## src/core/iecg_pkg.sv

```systemverilog
// Purpose: shared types and constants for the idle-entry clock gating sequencer
// Assumes: single core clock, asynchronous active-low reset
// Notes:   one bit per gated module in every module vector
package iecg_pkg;

    // idle control / status domain bits
    localparam int DOM_CPU  = 0;
    localparam int DOM_MP   = 1;
    localparam int DOM_IC   = 2;
    localparam int DOM_PERI = 3;
    localparam int DOM_W    = 4;

    localparam logic [DOM_W-1:0] IDLE_CTRL_RST = 4'h0;
    localparam logic [DOM_W-1:0] IDLE_STAT_RST = 4'h0;

    // gated module indices
    localparam int M_CPU   = 0;
    localparam int M_SYSC  = 1;   // intc, idle ctrl, pll ctrl, config registers
    localparam int M_DMA   = 2;
    localparam int M_HPI   = 3;
    localparam int M_ICACH = 4;
    localparam int M_TMR   = 5;   // general timers
    localparam int M_WDOG  = 6;
    localparam int M_OSTK  = 7;
    localparam int M_GPIO  = 8;
    localparam int M_PGPIO = 9;
    localparam int M_SER0  = 10;
    localparam int M_SER1  = 11;
    localparam int M_SER2  = 12;
    localparam int M_I2C   = 13;
    localparam int M_UART  = 14;
    localparam int NMOD    = 15;
    localparam int NSER    = 3;

    localparam logic [NMOD-1:0] GATE_RST = 15'h0000;

    // per-module gating behaviour
    typedef enum logic [1:0] {
        G_IMMED,
        G_AFTER_CPU,
        G_AFTER_BUSY,
        G_SER_RULE
    } iecg_gate_kind_t;

    typedef struct packed {
        logic            ext_clk;          // external bit clock and frame sync
        logic            serial_tx_reset_n;
        logic            serial_rx_reset_n;
        logic            busy;
        logic            dma_req;          // data request toward the dma engine
    } iecg_ser_t;

    typedef struct packed {
        logic dma_busy;
        logic instruction_cache_line_busy;
        logic instruction_cache_fetch_busy;
        logic i2c_busy;
        logic uart_busy;
    } iecg_act_t;

endpackage : iecg_pkg

```

## src/core/iecg_top.sv

```systemverilog
// Purpose: idle-entry sequencer that stops per-module clocks after an idle instruction
// Assumes: busy and stopped indications are on i_clk; serial port reset bits are synchronous
// Notes:   wake-up sequencing and auto-wakeup beyond re-gating are left to neighbours
`timescale 1ns/1ps

module iecg_top
    import iecg_pkg::*;
(
    // clock and reset
    input  wire logic               i_clk,
    input  wire logic               i_rstn,
    // cpu side
    input  wire logic               i_idle_instr,
    input  wire logic [DOM_W-1:0]   i_idle_control_reg,
    input  wire logic [1:0]         i_master_idle_ctrl,   // bit0 dma, bit1 host port
    input  wire logic [NMOD-1:0]    i_peripheral_idle_control_reg,
    input  wire logic               i_cpu_pipe_stopped,
    // module activity
    input  wire iecg_act_t          i_act,
    input  wire iecg_ser_t [NSER-1:0] i_ser,
    // status and gating
    output logic [DOM_W-1:0]        o_idle_status_reg,
    output logic [NMOD-1:0]         o_idle_req,
    output logic [NMOD-1:0]         o_clk_gated
);
    logic [DOM_W-1:0] stat_q;
    logic [DOM_W-1:0] stat_d;
    logic [NMOD-1:0]  want;
    logic [NMOD-1:0]  ack;
    logic [NMOD-1:0]  req;
    logic [NMOD-1:0]  gated;
    logic             cpu_stopped;
    logic             dma_wake;
    logic             peri_on;

    always_comb
    begin
        stat_d = stat_q;
        if (i_idle_instr)
        begin
            stat_d = i_idle_control_reg;
        end
    end

    always_ff @(posedge i_clk or negedge i_rstn)
    begin
        if (!i_rstn)
        begin
            stat_q <= IDLE_STAT_RST;
        end
        else
        begin
            stat_q <= stat_d;
        end
    end

    // serial port gate decision, used by the ack terms only
    function automatic logic ser_ok(input iecg_ser_t s);
        if (s.ext_clk)
        begin
            ser_ok = !s.busy;
        end
        else
        begin
            ser_ok = !s.serial_tx_reset_n && !s.serial_rx_reset_n;
        end
    endfunction : ser_ok

    assign cpu_stopped = gated[M_CPU];
    assign peri_on     = stat_q[DOM_PERI];
    // any serial data request pulls the dma engine out of idle for one service window
    assign dma_wake    = i_ser[0].dma_req | i_ser[1].dma_req | i_ser[2].dma_req;

    always_comb
    begin
        want = '0;
        ack  = '0;
        want[M_CPU]   = stat_q[DOM_CPU];
        ack[M_CPU]    = i_cpu_pipe_stopped;
        want[M_SYSC]  = stat_q[DOM_CPU];
        ack[M_SYSC]   = cpu_stopped;
        want[M_DMA]   = stat_q[DOM_MP] & i_master_idle_ctrl[0] & !dma_wake;
        ack[M_DMA]    = !i_act.dma_busy;
        want[M_HPI]   = stat_q[DOM_MP] & i_master_idle_ctrl[1];
        ack[M_HPI]    = 1'b1;
        want[M_ICACH] = stat_q[DOM_IC];
        ack[M_ICACH]  = !i_act.instruction_cache_line_busy & !i_act.instruction_cache_fetch_busy;
        for (int m = M_TMR; m <= M_PGPIO; m++)
        begin
            want[m] = peri_on & i_peripheral_idle_control_reg[m];
            ack[m]  = 1'b1;
        end
        for (int k = 0; k < NSER; k++)
        begin
            // on an externally clocked port the dma request also un-gates the port so it can feed the transfer
            want[M_SER0+k] = peri_on & i_peripheral_idle_control_reg[M_SER0+k]
                             & !(i_ser[k].ext_clk & i_ser[k].dma_req);
            ack[M_SER0+k]  = ser_ok(i_ser[k]);
        end
        want[M_I2C]  = peri_on & i_peripheral_idle_control_reg[M_I2C];
        ack[M_I2C]   = !i_act.i2c_busy;
        want[M_UART] = peri_on & i_peripheral_idle_control_reg[M_UART];
        ack[M_UART]  = !i_act.uart_busy;
    end

    genvar g;
    generate
        for (g = 0; g < NMOD; g++)
        begin : g_cell
            iecg_gate_cell u_cell (
                .i_clk   (i_clk),
                .i_rstn  (i_rstn),
                .i_want  (want[g]),
                .i_ack   (ack[g]),
                .o_req   (req[g]),
                .o_gated (gated[g])
            );
        end
    endgenerate

    assign o_idle_status_reg = stat_q;
    assign o_idle_req        = req;
    assign o_clk_gated       = gated;

    // the module map and the gating vectors must agree, or a module would lose its bit
    if (NMOD != M_UART + 1 || NSER != M_SER2 - M_SER0 + 1)
    begin : g_map_check
        $error("module map does not fit the gating vectors");
    end

    a_status_copy: assert property (@(posedge i_clk) disable iff (!i_rstn)
        i_idle_instr |=> stat_q == $past(i_idle_control_reg))
        else $error("idle status not copied from control");
    a_cpu_after_pipe: assert property (@(posedge i_clk) disable iff (!i_rstn)
        $rose(gated[M_CPU]) |-> $past(i_cpu_pipe_stopped))
        else $error("cpu gated before pipeline stopped");
    a_sysc_after_cpu: assert property (@(posedge i_clk) disable iff (!i_rstn)
        gated[M_SYSC] |-> $past(gated[M_CPU]))
        else $error("system control gated before cpu stopped");
    a_dma_no_busy: assert property (@(posedge i_clk) disable iff (!i_rstn)
        $rose(gated[M_DMA]) |-> !$past(i_act.dma_busy))
        else $error("dma gated during transfer");
    a_dma_wake: assert property (@(posedge i_clk) disable iff (!i_rstn)
        dma_wake |-> ##2 !gated[M_DMA])
        else $error("dma not woken by serial request");
    a_hpi_immed: assert property (@(posedge i_clk) disable iff (!i_rstn)
        (stat_q[DOM_MP] && i_master_idle_ctrl[1]) [*2] |=> gated[M_HPI])
        else $error("host port not gated promptly");
    a_instruction_cache_idle: assert property (@(posedge i_clk) disable iff (!i_rstn)
        $rose(gated[M_ICACH]) |-> !$past(i_act.instruction_cache_line_busy)
                                  && !$past(i_act.instruction_cache_fetch_busy))
        else $error("instruction_cache gated during transfer");
    a_timer_immed: assert property (@(posedge i_clk) disable iff (!i_rstn)
        (peri_on && i_peripheral_idle_control_reg[M_WDOG]) [*2] |=> gated[M_WDOG])
        else $error("watchdog not gated promptly");
    a_ser_int_reset: assert property (@(posedge i_clk) disable iff (!i_rstn)
        $rose(gated[M_SER1]) && !$past(i_ser[1].ext_clk)
        |-> !$past(i_ser[1].serial_tx_reset_n) && !$past(i_ser[1].serial_rx_reset_n))
        else $error("internal serial port gated out of reset");
    a_ser_ext_idle: assert property (@(posedge i_clk) disable iff (!i_rstn)
        $rose(gated[M_SER0]) && $past(i_ser[0].ext_clk) |-> !$past(i_ser[0].busy))
        else $error("external serial port gated while busy");
    a_ser_dma_wake: assert property (@(posedge i_clk) disable iff (!i_rstn)
        i_ser[0].ext_clk && i_ser[0].dma_req |-> ##2 !gated[M_SER0])
        else $error("serial port not woken for dma");
    a_i2c_idle: assert property (@(posedge i_clk) disable iff (!i_rstn)
        $rose(gated[M_I2C]) |-> !$past(i_act.i2c_busy))
        else $error("i2c gated while busy");
    a_uart_idle: assert property (@(posedge i_clk) disable iff (!i_rstn)
        $rose(gated[M_UART]) |-> !$past(i_act.uart_busy))
        else $error("uart gated while busy");
    a_peri_needs: assert property (@(posedge i_clk) disable iff (!i_rstn)
        gated[M_GPIO] |-> $past(peri_on) && $past(i_peripheral_idle_control_reg[M_GPIO]))
        else $error("peripheral gated without control and status");

    // per-module checks, repeated over the module map
    genvar a;
    generate
        for (a = 0; a < NMOD; a++)
        begin : g_chk_all
            a_gate_wanted: assert property (@(posedge i_clk) disable iff (!i_rstn)
                gated[a] |-> $past(want[a]) && $past(req[a]))
                else $error("clock gated without idle request");
        end
        for (a = M_TMR; a <= M_PGPIO; a++)
        begin : g_chk_immed
            a_immed_gate: assert property (@(posedge i_clk) disable iff (!i_rstn)
                (peri_on && i_peripheral_idle_control_reg[a]) [*2] |=> gated[a])
                else $error("immediate peripheral not gated promptly");
        end
        for (a = 0; a < NSER; a++)
        begin : g_chk_ser
            // an internally clocked port with tx or rx out of reset keeps its clock from the next cycle
            a_ser_int_hold: assert property (@(posedge i_clk) disable iff (!i_rstn)
                !i_ser[a].ext_clk
                && (i_ser[a].serial_tx_reset_n || i_ser[a].serial_rx_reset_n)
                |=> !gated[M_SER0+a])
                else $error("internal serial port gated while out of reset");
        end
    endgenerate

    c_cpu_idle:  cover property (@(posedge i_clk) disable iff (!i_rstn) $rose(gated[M_SYSC]));
    c_dma_wait:  cover property (@(posedge i_clk) disable iff (!i_rstn)
        req[M_DMA] && i_act.dma_busy ##1 !i_act.dma_busy ##1 gated[M_DMA]);
    c_ser_wake:  cover property (@(posedge i_clk) disable iff (!i_rstn)
        gated[M_SER0] ##1 i_ser[0].dma_req);
    c_uart_gate: cover property (@(posedge i_clk) disable iff (!i_rstn) $rose(gated[M_UART]));

endmodule : iecg_top

```

## src/core/iecg_gate_cell.sv

```systemverilog
// Purpose: one module's idle handshake and clock stop
// Assumes: i_ack comes from logic on the same clock
// Notes:   the clock stops only after request and acknowledge, so no partial cycle
`timescale 1ns/1ps
module iecg_gate_cell
    import iecg_pkg::*;
(
    // clock and reset
    input  wire logic i_clk,
    input  wire logic i_rstn,
    // control
    input  wire logic i_want,
    input  wire logic i_ack,
    // status
    output logic      o_req,
    output logic      o_gated
);
    logic req_q;
    logic req_d;
    logic gated_q;
    logic gated_d;

    always_comb
    begin
        req_d   = i_want;
        gated_d = i_want & req_q & i_ack;
    end

    always_ff @(posedge i_clk or negedge i_rstn)
    begin
        if (!i_rstn)
        begin
            req_q   <= 1'b0;
            gated_q <= 1'b0;
        end
        else
        begin
            req_q   <= req_d;
            gated_q <= gated_d;
        end
    end

    assign o_req   = req_q;
    assign o_gated = gated_q;

    a_gate_needs_req: assert property (@(posedge i_clk) disable iff (!i_rstn)
        $rose(gated_q) |-> $past(req_q) && $past(i_ack))
        else $error("clock gated without request and acknowledge");

endmodule : iecg_gate_cell

```

## config.mk

```make
export PLATFORM = sky130hd
export DESIGN_NAME = iecg_top
export DESIGN_NICKNAME = d
export VERILOG_FILES = /design/src/core/iecg_pkg.sv /design/src/core/iecg_top.sv /design/src/core/iecg_gate_cell.sv
export SDC_FILE = /design/constraint.sdc
export NUM_CORES = 1
export LEC_CHECK = 0
export BUFFER_PORTS_ARGS = -buffer_cell sky130_fd_sc_hd__buf_2
export CAP_MARGIN = 20
export CORE_ASPECT_RATIO = 1.2
export CORE_MARGIN = 3
export CORE_UTILIZATION = 39
export CTS_CLUSTER_DIAMETER = 30
export DETAILED_ROUTE_END_ITERATION = 6
export PLACE_DENSITY = 0.72
export SYNTH_ARGS = -nofsm -noshare
export SYNTH_HDL_FRONTEND = slang
export SYNTH_SLANG_ARGS = --single-unit
```

## constraint.sdc

```tcl
create_clock -name i_clk -period 1.07 [get_ports i_clk]
set_clock_uncertainty 0.2 [all_clocks]
set_input_delay 0.214 -clock i_clk [delete_from_list [all_inputs] [get_ports i_clk]]
set_output_delay 0.214 -clock i_clk [all_outputs]
set_load 0.005 [all_outputs]
```

* Yosys cells after proc, flatten, opt, wreduce, memory -nomap -nowiden *
Cells that the tools add are included.

word-level totals
  bits in registers = 33
  bits of input ports = 45
  output and inout port bits = 34

cells by class
  muxes and demuxes = 3
  bitwise gates (word level) = 45
  reductions and logical operators = 21

operators with widths
  operator             count
  $and A1 B1 Y1        43
  $logic_not A1 Y1     18
  $logic_and A1 B1 Y1  3
  $mux W1              3
  $or A1 B1 Y1         2

* Longest topological paths before layout *
Gate-level depths: netlist of run 1.

  word-level depth = 6
  gate-level depth with buffers = 2
  gate-level depth less buffers = 2

* By module *
Synthesis of run 1 repeated with hierarchy kept, for this count alone.

second synthesis, totals
  cell total of the unflattened synthesis = 84
  area, all modules = 1166.1 µm²

by module, submodules not included
  module          instances  cells an instance  area each (µm²)
  iecg_gate_cell  15         3                  56.3
  iecg_top        1          39                 321.6

* Least setup slack after synthesis of run 1 *
Ideal clock, no wire load.

  kind = input to register
  start = input port i_ser[2] (netlist bit)
  end = register g_cell[10].u_cell.gated_q
  setup time = 0.111 ns
  data arrival time = 0.917 ns
  setup slack = -0.159 ns
  cell stages on the path = 2
  path buffers = 0
  path through = or3_1 > a2111oi_2

on the way
  longest elaborated chain between the ends = 4

ends and longest elaborated chain
  what                           RTL line              source
  start, declared                iecg_top.sv:20        input wire iecg_ser_t [NSER-1:0] i_ser,
  $logic_not A1 Y1               iecg_top.sv:65        ser_ok = !s.serial_tx_reset_n && !s.serial_rx_reset_n;
  $logic_and A1 B1 Y1            iecg_top.sv:65
  $mux W1                        iecg_top.sv:59        if (s.ext_clk)
  $and A1 B1 Y1                  iecg_gate_cell.sv:26  gated_d = i_want & req_q & i_ack;
  net g_cell[10].u_cell.gated_d  iecg_gate_cell.sv:21  logic gated_d;
  end signal, assigned           iecg_gate_cell.sv:39  gated_q <= gated_d;
  end, declared                  iecg_gate_cell.sv:20  logic gated_q;

The timed path passes the listed nets, and every way through them passes these cells.
A chain may end at the register's enable or synchronous reset.

* Worst setup path after layout of run 1 *
  start = register stat_q[3], in the netlist o_idle_status_reg[3]
  end = output port o_idle_status_reg[3]

RTL lines
  what                    RTL line        source
  start, declared         iecg_top.sv:26  logic [DOM_W-1:0] stat_q;
  start signal, assigned  iecg_top.sv:53  stat_q <= stat_d;
  end, declared           iecg_top.sv:22  output logic [DOM_W-1:0] o_idle_status_reg,

No word-level cell between the ends.

==> metrics.yaml, run 1 <==
powerDensity_nw_per_um2: 1330
final_common_cell: "buf_2"
synth-xor-area-share: 0
synth-edff-count: 0
cts.sinks: 33
cp-end-kind: "output port"
remaining_drc_errors: 0
post-route-period-util: 1.17
slowest_stage: "dfrtp_2"
ff_latch_area_um2: 827
synth-seq-cells: 33
start_kind: "register"
leakagePower_nw: 1.12
slew_headroom: 0.844
synth_area_um2: 1400
final_area_um2: 2010
timing.rr.start: "o_idle_status_reg[1]"
rr_worst_depth: 3
hold_ws_ps: -30.4
die_width_um: 60.8
worst_pin_slew_ps: 234
place_congestion: 0.681
synthToLayoutAreaGrowth_pct: 42.9
rsz0062_at_grt: "true"
antenna_found_initial: 0
drv_slew: 0
syn_inst: 114
multi_input_area_um2: 403
pin_count: 79
fp-row-count: 23
fmax_mhz: 802
viasPerCell: 4.46
synth_nets: 159
die_height_um: 71.7
n_fill_cell: 306
worstSetupPathType: "register to output port"
worstPathRequired_ps: 660
reg2reg_slack_ps: -140
cp_top_family: "flip-flops"
synth_top_area_share: 0.588
worst_slack_ps: -177
crit_end: "o_idle_status_reg[3]"
place_ws_ps: -247
clk_pin_slew_worst_paths_ps: 60
hold_path_class: "input port to register"
cp-startpoint: "o_idle_status_reg[3]"
muxShareOfSynthArea: 0.0321
overflow: 0
dieArea_um2: 4360
yosysWarnings: 0
numPortBuffers: 73
drtPass1Iterations: 3
routed_wl_mm: 3.01
ys.flop_type: "dfrtp_1"
cts_tree: "done"
drive_gt1_frac: 0.593
insertion_delay_ps: 270
hold_violations: 11
nNetsFinal: 235
arrival_ps: 830
status: "complete, but fails checks"
largest_register_ffs: 15
synth_top_family_by_area: "buffers and inverters"
crit_fanout: 3
worstHoldStart: "i_idle_control_reg[1]"
synthAdderAreaFrac: 0
slowest_delay_ps: 430
fin_crit_ps: 1250
ir_drop_mv: 0.824
final_cell_mix: "72 x buf_2, 32 x dfrtp_1, 11 x and2_1, 11 x dlygate4sd3_1, 11 x buf_4"
grt_start_max_net_pins: 19
placed_cell_area_um2: 1610
grt_pass1_wl_mm: 4.80
crit_chain: "buf_6"
initial_utilization: 0.413
rr_endpoint: "o_idle_status_reg[1]"
detail-route-antenna-nets: 0
core_um2: 3400
path_depth: 1
yosysSeqAreaShare: 0.588
setup-violations-final: 56
critPathBufInv: 1
synth-compound-area-share: 0.0321
diodes: 0
dp_hpwl_mm: 2.19
netlist.top_cell.by_area: "dfrtp_1"
yosysUniqueCellTypes: 18
violations: "negative hold slack, negative setup slack"
vias: 1009
synthArstFlopShare: 1.00
cts_buffer_depth: 2
cts_made_buffers: 5
synth_area_per_cell_um2: 12.3
drt_iter0_markers: 28
h-tree-depth: 2
grt_pass1_vias: 1080
clock-root-buffer: "clkbuf_8"
track_usage: 0.152
cap_violations: 0
synthSimpleGateAreaFrac: 0.166
ys_top_cells_by_area: "dfrtp_1 59%, buf_4 17%, and2_1 4.9%"
wl_per_cell_um: 13.3
-- worst min-delay path by stage --
stage                                     endpoint  slack [ps]  cells after the start
after floorplan           g_cell[0].u_cell.o_gated        -280                      0
after CTS                     o_idle_status_reg[1]         -40                      2
after global routing          o_idle_status_reg[1]         -40                      2
final                         o_idle_status_reg[1]         -30                      2
after global placement    g_cell[4].u_cell.o_gated         -20                      2
after detailed placement  g_cell[4].u_cell.o_gated         -20                      2
-- power by group --
part,switching [W],leakage (nW),internal (W)
logic,0.000189,0.648,0.000272
registers,0.0000374,0.433,0.00132
clock network,0.000415,0.0399,0.000427
-- metrics by stage --
stage          instances   util  hold WS, ps  total power, W  TNS, ps
5_1_grt              226  0.591        -39.6         0.00279    -7990
3_5_place_dp         195  0.473        -16.9         0.00168    -1330
3_3_place_gp         195  0.473        -24.1         0.00167    -1210
6_report             226  0.591        -30.4         0.00266    -5860
4_1_cts              219  0.555        -36.2         0.00262    -5810
2_1_floorplan        114      -         -282         0.00156     -313
-- per-layer routing --
metal	track usage	vias to the layer above	share of wire
met5	0	-	0
met1	0.143	467	0.34
met3	0.0577	6	0.087
li1	-	486	-
met4	0.0578	0	0.017
met2	0.284	50	0.56
-- synthesized netlist by cell type, types with 2 or more instances --
master / n
nand2b_1: 2
and2_1: 11
and3b_1: 2
dfrtp_1: 33
buf_4: 32
inv_1: 3
nor2_1: 3
and3_1: 8
nand2_1: 4
a2111oi_2: 3
or3_1: 3
mux2_2: 4
-- cell type report --
cell class / instances / share of cell area
Multi-Input combinational cell: 45 / 0.201
Sequential cell: 33 / 0.412
Clock inverter: 1 / 0.00250
Tap cell: 37 / 0.0231
Clock buffer: 5 / 0.0343
Inverter: 3 / 0.00561
Timing Repair Buffer: 102 / 0.321
-- logic make-up (layout without fill, tap and decap cells) --
| group | count (synthesis) | count (layout) |
|---|---|---|
| AO/OA/AOI/OAI | 3 | 3 |
| flip-flops | 33 | 33 |
| multiplexers | 4 | 4 |
| buffers and inverters | 36 | 111 |
| AND/OR/NAND/NOR | 38 | 38 |
-- repair_timing --
| action | in CTS | in global routing |
|---|---|---|
| pin swaps | 1 | 5 |
| cloned | 0 | 0 |
| setup endpoints to repair | 51 | 58 |
| buffers inserted | 7 | 6 |
| resized for setup | 6 | 16 |
| hold endpoints to repair | 55 | 12 |
| hold buffers | 11 | 1 |
Note: power is estimated with default switching activity, not from simulation.
==> run 2: changes to the inputs <==
--- a/config.mk
+++ b/config.mk
@@ -5,6 +5,7 @@
 export SDC_FILE = /design/constraint.sdc
 export NUM_CORES = 1
 export LEC_CHECK = 0
+export ABC_CLOCK_PERIOD_IN_PS = 1070
 export BUFFER_PORTS_ARGS = -buffer_cell sky130_fd_sc_hd__buf_2
 export CAP_MARGIN = 20
 export CORE_ASPECT_RATIO = 1.2
@@ -12,7 +13,7 @@
 export CORE_UTILIZATION = 39
 export CTS_CLUSTER_DIAMETER = 30
 export DETAILED_ROUTE_END_ITERATION = 6
-export PLACE_DENSITY = 0.72
+export PLACE_DENSITY_LB_ADDON = 0.1
 export SYNTH_ARGS = -nofsm -noshare
 export SYNTH_HDL_FRONTEND = slang
 export SYNTH_SLANG_ARGS = --single-unit
==> metrics.yaml, run 2 (synthesis results as in run 1) <==
status: "complete, but fails checks"  # unchanged
violations: "negative hold slack, negative setup slack"  # unchanged
place_congestion: 0.660  # was 0.681
powerDensity_nw_per_um2: 1360  # was 1330 nW/um^2
cts_tree: "done"  # unchanged
cap_violations: 0  # unchanged
largest_register_ffs: 15  # unchanged
numPortBuffers: 73  # unchanged
die_height_um: 71.7  # unchanged
slew_headroom: 0.814  # was 0.844
initial_utilization: 0.413  # unchanged
drt_iter0_markers: 18  # was 28
final_cell_mix: "69 x buf_2, 33 x dfrtp_1, 13 x dlygate4sd3_1"  # was 72 x buf_2, 32 x dfrtp_1, 11 x and2_1, 11 x dlygate4sd3_1, 11 x buf_4
diodes: 0  # unchanged
cp-startpoint: "o_idle_status_reg[3]"  # unchanged
vias: 998  # was 1009
pin_count: 79  # unchanged
nNetsFinal: 232  # was 235
drive_gt1_frac: 0.578  # was 0.593
fin_tns_setup_ps: -5280  # was -5860 ps
gr-usage-met1: 0.161  # was 0.143
hold_ws_ps: -31.0  # was -30.4 ps
rsz0062_at_grt: "true"  # unchanged
clock-root-buffer: "clkbuf_8"  # unchanged
hold_depth: 2  # unchanged
crit_end: "o_idle_status_reg[3]"  # unchanged
hold_violations: 8  # was 11
grt_use_met2: 0.244  # was 0.284
worstSetupPathType: "register to output port"  # unchanged
arrival_ps: 890  # was 830 ps
start_kind: "register"  # unchanged
rr_endpoint: "g_cell[11].u_cell.o_gated"  # was o_idle_status_reg[1]
viasPerCell: 4.46  # about the same
dieArea_um2: 4360  # unchanged
worst_pin_slew_ps: 279  # was 234 ps
cts_buffer_depth: 2  # unchanged
synthToLayoutAreaGrowth_pct: 42.9  # unchanged
setup-violations-final: 54  # was 56
cts.sinks: 33  # unchanged
clk_pin_slew_worst_paths_ps: 60  # about the same
worstPathRequired_ps: 660  # about the same
dp_hpwl_mm: 2.07  # was 2.19 mm
fmax_mhz: 765  # was 802 MHz
busiest_layer: "met2"  # unchanged
fin_crit_ps: 1310  # was 1250 ps
grt_start_max_net_pins: 34  # was 19
drtPass1Iterations: 4  # was 3
worst_slack_ps: -237  # was -177 ps
ir_drop_mv: 0.985  # was 0.824 mV
rr_worst_depth: 4  # was 3
cts_hold_buffers: 13  # was 11
wl_per_cell_um: 12.7  # was 13.3 um
h-tree-depth: 2  # unchanged
detail-route-antenna-nets: 0  # unchanged
post-route-period-util: 1.22  # was 1.17
p_total_w: 0.00272  # was 0.00266 W
cts_made_buffers: 5  # unchanged
timing.rr.start: "o_idle_status_reg[3]"  # was o_idle_status_reg[1]
remaining_drc_errors: 0  # unchanged
hold_path_class: "input port to register"  # unchanged
track_usage: 0.146  # was 0.152
leakagePower_nw: 1.10  # was 1.12 nW
die_width_um: 60.8  # unchanged
fp-row-count: 23  # unchanged
cp-end-kind: "output port"  # unchanged
reg2reg_slack_ps: -170  # was -140 ps
core_um2: 3400  # unchanged
crit_fanout: 2  # was 3
grt_pass1_wl_mm: 4.67  # was 4.80 mm
final_common_cell: "buf_2"  # unchanged
routed_wl_mm: 2.83  # was 3.01 mm
antenna_found_initial: 0  # unchanged
overflow: 0  # unchanged
drv_slew: 0  # unchanged
insertion_delay_ps: 270  # about the same
use_met3: 0.0649  # was 0.0577
grt_pass1_vias: 1057  # was 1080
## run 2: cell count changes in the layout (fill, tap and decap cells not counted), moves of 2 or more
cell           delta
and3_1            -2
and3_4            +2
buf_2             -3
dlygate4sd3_1     +2
nor2_1            +2
nor2_2            -2
## run 2: where the power goes
group / internal (W) / leakage, nW / switching [W]
Sequential: 0.00132 / 0.434 / 0.0000330
Combinational: 0.000269 / 0.625 / 0.000183
Clock: 0.000510 / 0.0443 / 0.000406
Total: 0.00210 / 1.10 / 0.000623
## run 2: final cells by class
cell class,instances,area [um^2]
clock buffer,7,86.3
fill,295,1390
inverter,3,11.3
multi-input combinational,45,398
sequential,33,826
tap,37,46.3
timing repair buffer,99,638
## run 2: what timing repair did
action,CTS,global route
buffers inserted,5,4
pin swaps,3,2
setup endpoints to repair,49,60
endpoints found under the hold margin,61,8
resized for setup,9,9
## run 2: worst max-delay path, cell delays in order, from the launching register on
cell and delay, ps:
dfrtp_1 390, buf_6 130, buf_6 100
## run 2: worst min-delay path by stage
stage	startpoint	to
global placement	i_rstn	g_cell[1].u_cell.o_gated
detailed placement	i_rstn	g_cell[0].u_cell.o_gated
floorplan	i_rstn	g_cell[0].u_cell.o_gated
CTS	i_idle_control_reg[3]	o_idle_status_reg[3]
finish	i_idle_control_reg[3]	o_idle_status_reg[3]
global route	i_idle_control_reg[1]	o_idle_status_reg[1]
## run 2: per-stage QoR
| stage | instances | util | worst slack (ps) | cell area [um^2] | hold WS [ps] |
|---|---|---|---|---|---|
| 5_1_grt | 224 | 0.591 | -278 | 2010 | -37.2 |
| 6_report | 224 | 0.591 | -237 | 2010 | -31.0 |
| 2_1_floorplan | 114 | - | -104 | 1410 | -282 |
| 4_1_cts | 223 | 0.573 | -247 | 1940 | -41.0 |
| 3_3_place_gp | 198 | 0.484 | -221 | 1640 | -17.4 |
| 3_5_place_dp | 198 | 0.484 | -264 | 1640 | -16.3 |
## run 2: per-layer routing
layer,share of wire,routed length [um],up-vias
met3,0.095,268,4
met5,0,0,-
met4,0.0088,25,0
met1,0.40,1120,459
li1,-,-,484
met2,0.50,1420,51
